$ cat config.mk
export PLATFORM = sky130hd
export DESIGN_NAME = sam_addr_mux
export DESIGN_NICKNAME = d
export VERILOG_FILES = /design/src/logic/sam_pkg.sv /design/src/logic/sam_addr_mux.sv
export SDC_FILE = /design/constraint.sdc
export NUM_CORES = 1
export LEC_CHECK = 0
export ABC_AREA = 1
export BUFFER_PORTS_ARGS = -buffer_cell sky130_fd_sc_hd__buf_2
export CAP_MARGIN = 10
export CORE_MARGIN = 1
export CORE_UTILIZATION = 48
export DETAILED_ROUTE_END_ITERATION = 12
export PLACE_DENSITY = 0.82
export SYNTH_ARGS = -nofsm -noshare
export SYNTH_HDL_FRONTEND = slang
export SYNTH_SLANG_ARGS = --single-unit
$ cat constraint.sdc
create_clock -name sys_clk_i -period 2.67 [get_ports sys_clk_i]
set_clock_uncertainty 0.2 [all_clocks]
set_input_delay 0.267 -clock sys_clk_i [delete_from_list [all_inputs] [get_ports sys_clk_i]]
set_output_delay 0.267 -clock sys_clk_i [all_outputs]
set_load 0.02 [all_outputs]
$ cat src/logic/sam_pkg.sv
package sam_pkg;

  localparam int ADDR_W = 27;
  localparam int PIN_W = 18;
  localparam int DATA_W = 32;

  // Configuration encodings
  localparam logic [1:0] BUS_32 = 2'h3;
  localparam logic [1:0] BUS_16 = 2'h2;
  localparam logic [1:0] ROW_11 = 2'h0;
  localparam logic [1:0] ROW_12 = 2'h1;
  localparam logic [1:0] COL_8 = 2'h0;
  localparam logic [1:0] COL_9 = 2'h1;

  // Row cycle shift per configuration
  localparam int ROW_SHIFT_A = 8;
  localparam int ROW_SHIFT_B = 9;

  // Precharge pin and bank pins
  localparam int AP_PIN_A = 12;
  localparam int AP_PIN_B = 11;
  localparam int BA1_PIN = 14;
  localparam int BA0_PIN = 13;
  localparam int BA1_SRC_A = 22;
  localparam int BA0_SRC_A = 21;
  localparam int BA1_SRC_B = 23;
  localparam int BA0_SRC_B = 22;

  // Register map, word aligned byte addresses
  localparam logic [3:0] OFF_CFG = 4'h0;
  localparam logic [3:0] OFF_ADDR = 4'h4;
  localparam logic [3:0] OFF_CTRL = 4'h8;
  localparam logic [3:0] OFF_STAT = 4'hc;

  // Config register fields
  localparam int CFG_BUS_LSB = 0;
  localparam int CFG_ROW_LSB = 2;
  localparam int CFG_COL_LSB = 4;
  localparam logic [5:0] CFG_RST = 6'h03;

  // Control register fields
  localparam int CTRL_PHASE_BIT = 0;
  localparam int CTRL_AP_BIT = 1;

  typedef enum logic {SAM_ROW, SAM_COL} sam_phase_t;

  typedef struct packed {
    logic [1:0] col_width_select;
    logic [1:0] row_width_select;
    logic [1:0] bus_width_select;
  } sam_cfg_t;

endpackage : sam_pkg

$ cat src/logic/sam_addr_mux.sv
// The placing of the registers and register access over Avalon-MM were left to the implementer.
`timescale 1ns/1ps
`default_nettype none

module sam_addr_mux (
  input wire logic sys_clk_i,
  input wire logic rst_i,
  input wire logic [3:0] avs_address_i,
  input wire logic avs_read_i,
  input wire logic avs_write_i,
  input wire logic [31:0] avs_writedata_i,
  output logic [31:0] avs_readdata_o,
  output logic avs_waitrequest_o,
  output logic [17:0] sdram_addr_o,
  output logic [1:0] cfg_valid_o
);

  sam_pkg::sam_cfg_t cfg_reg;
  logic [sam_pkg::ADDR_W-1:0] addr_reg;
  logic phase_reg;
  logic ap_reg;
  logic ack_reg;
  logic [31:0] rdata_reg;
  logic [17:0] pin_reg;
  logic [1:0] valid_reg;

  wire req = (avs_read_i | avs_write_i) & ~ack_reg;
  // Writes land only at the edge where waitrequest is seen low by the master
  wire wr = avs_write_i & ack_reg;
  wire sel_cfg = avs_address_i == sam_pkg::OFF_CFG;
  wire sel_addr = avs_address_i == sam_pkg::OFF_ADDR;
  wire sel_ctrl = avs_address_i == sam_pkg::OFF_CTRL;
  wire sel_stat = avs_address_i == sam_pkg::OFF_STAT;

  wire mode_a = cfg_reg.bus_width_select == sam_pkg::BUS_32 &&
    cfg_reg.row_width_select == sam_pkg::ROW_11 && cfg_reg.col_width_select == sam_pkg::COL_8;
  wire mode_b = cfg_reg.bus_width_select == sam_pkg::BUS_16 &&
    cfg_reg.row_width_select == sam_pkg::ROW_12 && cfg_reg.col_width_select == sam_pkg::COL_9;

  wire [17:0] row_a = addr_reg[sam_pkg::ROW_SHIFT_A +: sam_pkg::PIN_W];
  wire [17:0] row_b = addr_reg[sam_pkg::ROW_SHIFT_B +: sam_pkg::PIN_W];

  logic [17:0] col_a;
  logic [17:0] col_b;
  logic [17:0] pin_next;

  always_comb begin
    col_a = addr_reg[sam_pkg::PIN_W-1:0];
    // Bank and command pins, mode A
    col_a[sam_pkg::BA1_PIN] = addr_reg[sam_pkg::BA1_SRC_A];
    col_a[sam_pkg::BA0_PIN] = addr_reg[sam_pkg::BA0_SRC_A];
    col_a[sam_pkg::AP_PIN_A] = ap_reg;
    col_b = addr_reg[sam_pkg::PIN_W-1:0];
    // Bank and command pins, mode B
    col_b[sam_pkg::BA1_PIN] = addr_reg[sam_pkg::BA1_SRC_B];
    col_b[sam_pkg::BA0_PIN] = addr_reg[sam_pkg::BA0_SRC_B];
    col_b[sam_pkg::AP_PIN_B] = ap_reg;
  end

  // Combinational selection; unsupported settings drive zero
  // Row and column windows both put the same bank bits on pins 14,13
  always_comb begin
    pin_next = '0;
    if (mode_a) begin
      pin_next = (phase_reg == sam_pkg::SAM_COL) ? col_a : row_a;
    end else if (mode_b) begin
      pin_next = (phase_reg == sam_pkg::SAM_COL) ? col_b : row_b;
    end
  end

  logic [31:0] rd_mux;
  always_comb begin
    rd_mux = 32'h0;
    if (sel_cfg) begin
      rd_mux[5:0] = cfg_reg;
    end else if (sel_addr) begin
      rd_mux[sam_pkg::ADDR_W-1:0] = addr_reg;
    end else if (sel_ctrl) begin
      rd_mux[sam_pkg::CTRL_PHASE_BIT] = phase_reg;
      rd_mux[sam_pkg::CTRL_AP_BIT] = ap_reg;
    end else if (sel_stat) begin
      rd_mux[17:0] = pin_reg;
      rd_mux[19:18] = valid_reg;
    end
  end

  // One wait state: each access is answered on the edge after it is seen
  always_ff @(posedge sys_clk_i or posedge rst_i) begin
    if (rst_i) begin
      ack_reg <= 1'b0;
      rdata_reg <= 32'h0;
    end else begin
      ack_reg <= req;
      rdata_reg <= rd_mux;
    end
  end

  always_ff @(posedge sys_clk_i or posedge rst_i) begin
    if (rst_i) begin
      cfg_reg <= sam_pkg::CFG_RST;
      addr_reg <= '0;
      phase_reg <= sam_pkg::SAM_ROW;
      ap_reg <= 1'b0;
    end else if (wr && sel_cfg) begin
      cfg_reg <= avs_writedata_i[5:0];
    end else if (wr && sel_addr) begin
      addr_reg <= avs_writedata_i[sam_pkg::ADDR_W-1:0];
    end else if (wr && sel_ctrl) begin
      phase_reg <= avs_writedata_i[sam_pkg::CTRL_PHASE_BIT];
      ap_reg <= avs_writedata_i[sam_pkg::CTRL_AP_BIT];
    end
  end

  // Pins registered so they stand still for the whole cycle
  always_ff @(posedge sys_clk_i or posedge rst_i) begin
    if (rst_i) begin
      pin_reg <= '0;
      valid_reg <= 2'h0;
    end else begin
      pin_reg <= pin_next;
      // Bit 0 flags mode A, bit 1 mode B
      valid_reg <= {mode_b, mode_a};
    end
  end

  assign avs_readdata_o = rdata_reg;
  assign avs_waitrequest_o = ~ack_reg;
  assign sdram_addr_o = pin_reg;
  assign cfg_valid_o = valid_reg;

endmodule : sam_addr_mux
`default_nettype wire

==> impl_metrics.yaml <==
detailed_routing:
  wl_per_cell_um: 13.8
  drtAntennaViolNets: 0
  drtIter0Drc: 300
  vias: 3291
  wirelength_um: 8810
  post-route-drc-count: 0
  drt_pass1_iterations: 5
  vias_per_cell: 5.17
floorplan:
  boundaryPins: 93
  design.core.area_um2: 7290
  dieArea_um2: 7920
  start_util_pct: 49.8
  floorplan.die.height_um: 89.0
  fp.dieW_um: 89.0
  fp-row-count: 31
global_route:
  met2_usage_pct: 37.4
  grt_use_met1_pct: 32.2
  grt_max_degree: 37
  gr-usage-met3_pct: 5.26
  grt_pass1_wl_um: 14100
  antenna_found_initial: 0
  overflow: 0
  grt_use_total_pct: 23.9
  busiest_layer: "met2"
  grt_pass1_vias: 2975
placed_design:
  place_congestion: 0.875
  detailed_place_hpwl_um: 5950
  io_buffers: 82
  dpl_cell_area_um2: 4070
sta:
  fmax_ghz: 0.577
  tightest_slew_ns: 0.765
  final_hold_viol_count: 0
  finalSetupTns_ns: 0
  rsz0062_at_grt: "no"
  timing.slew.headroom_pct: 48.9
  setup_viol: 0
  drv_slew: 0
  post-route-min-period_ns: 1.73
  finalCritPeriodShare_pct: 64.9
min_path:
  hp-class: "in2reg"
  hp-start: "avs_address_i[2]"
  holdPathEnd: "avs_readdata_o[1]"
  hold_depth: 4
cts:
  tritoncts: "built"
  cts_hold_buf: 30
  cts_buffers: 9
  clk_path_buf_depth: 2
  htreeDepth: 3
  cts_resized: 0
  clk-insertion-delay-late_ns: 0.36
  cts.root.buffer_cell: "clkbuf_8"
  clk_pin_slew_worst_paths_ns: 0.08
  clock-sinks: 83
  post_cts_buffers: 0
synthesis:
  yosysUniqueCellTypes: 22
  yosysWarnings: 0
  syn_avg_cell_area_um2: 8.51
  synth_area_leaders: "dfrtp_1, nand2_1, nand3_1, o21ai_0, inv_1"
  synth.ff_latch_count: 83
  synth_top_cell_by_area: "dfrtp_1"
  syn_inst: 427
  synth_top_area_share_pct: 55.8
  syn-cell-area_um2: 3630
  ys_seq_area_share_pct: 57.2
power:
  netSwitchingPower_mw: 0.907
  power.share.switching_pct: 30.4
  clkPwrFrac_pct: 32.1
  combPwrFrac_pct: 17.0
  p_leak_nw: 2.50
  internal-power_mw: 2.08
  p_seq_share_pct: 50.9
  power_density_nw_per_um2: 652
  ir_drop_mv: 0.295
final_layout:
  final_net_count: 574
  final_cell_area_um2: 4580
  fill_cells: 628
  drive_gt1_share_pct: 21.4
  layout_commonest_cell: "nand2_1"
  diodes: 0
  multi_input_area_um2: 1310
  final_cell_mix: "nand2_1, buf_2, dfrtp_1"
  syn_to_final_growth_pct: 26.0
  seq_area_um2: 2080
worst_setup_path:
  start_kind: "flop"
  worstReg2RegEnd: "sdram_addr_o[0]"
  cp.required_ns: 2.76
  cp-end-kind: "flop"
  cp_max_fo: 19
  rrSetupSlack_ns: 0.94
  r2r_start: "cfg_reg[1]"
  cp.arrival_ns: 1.82
  critPathKind: "reg2reg"
  rr_worst_depth: 4
run:
  maxCapViolCount: 0
status:
  status: "finished, final reports clean"
critical path, cell delays in order (launching register included):
cell	delay, ns
dfstp_2	0.56
nand2_1	0.09
nor3_4	0.55
nand3_1	0.14
nand2_1	0.12
metrics by stage:
stage	setup WS [ns]	total power [mW]	std cells	hold slack, ns	utilization [%]
global route	0.798	3.12	637	0.111	62.8
detailed placement	0.638	2.00	592	0.155	55.8
global placement	0.656	1.98	592	0.153	55.8
finish	0.937	2.99	637	0.0793	62.8
floorplan	0.0695	1.84	431	0.161	-
CTS	0.925	2.97	637	0.0716	62.8
per-layer routing:
metal	vias to the layer above	wire, um	share of wire (%)
met3	32	688	7.8
met2	179	4150	47
li1	1563	-	-
met1	1517	3710	42
met5	-	0	0
met4	0	264	3.0
area by class of cell:
cell class	count	area share, %
Timing Repair Buffer	116	16.2
Clock buffer	10	2.79
Clock inverter	5	1.72
Multi-Input combinational cell	293	28.6
Tap cell	99	2.71
Sequential cell	83	45.4
Inverter	31	2.57
logic make-up (layout without fill, tap and decap cells):
| kind of cell | count (synthesis) | count (layout) | share of synthesized area (%) |
|---|---|---|---|
| flops | 83 | 83 | 57.2 |
| compound gates | 49 | 49 | 6.75 |
| simple gates | 239 | 239 | 28.8 |
| other cells | 1 | 5 | 0.103 |
| buf+inv | 55 | 162 | 7.16 |
worst max path at each step:
| stage | from | endpoint | slack, ns |
|---|---|---|---|
| finish | cfg_reg[1] | sdram_addr_o[0] | 0.94 |
| global route | ack_reg | addr_reg[14] | 0.80 |
| CTS | ack_reg | addr_reg[0] | 0.92 |
| detailed placement | avs_address_i[1] | avs_readdata_o[4] | 0.64 |
| global placement | avs_address_i[1] | avs_readdata_o[4] | 0.66 |
| floorplan | rst_i | ack_reg | 0.07 |
synthesized netlist by cell type:
cell        n
a21oi_1     1
and2_1      1
buf_4      10
o21ai_1     2
nor2_2      2
nand2_1   149
o21ai_0    46
buf_1       1
nand4_1     2
dfstp_2     2
inv_2       2
conb_1      1
nand2_2     3
buf_2       7
buf_6       1
clkbuf_1    5
inv_1      29
nand3_1    65
nor2_1     12
dfrtp_1    81
nor2_4      3
nor3_4      2
power groups by stage:
| stage | Combinational, mW | Sequential [mW] | Clock (mW) |
|---|---|---|---|
| floorplan | 0.336 | 1.51 | 0 |
| global placement | 0.449 | 1.53 | 0 |
| detailed placement | 0.465 | 1.54 | 0 |
| CTS | 0.500 | 1.51 | 0.956 |
| global route | 0.578 | 1.54 | 1.01 |
| finish | 0.509 | 1.52 | 0.957 |
Power figures use the tool's default switching activity.
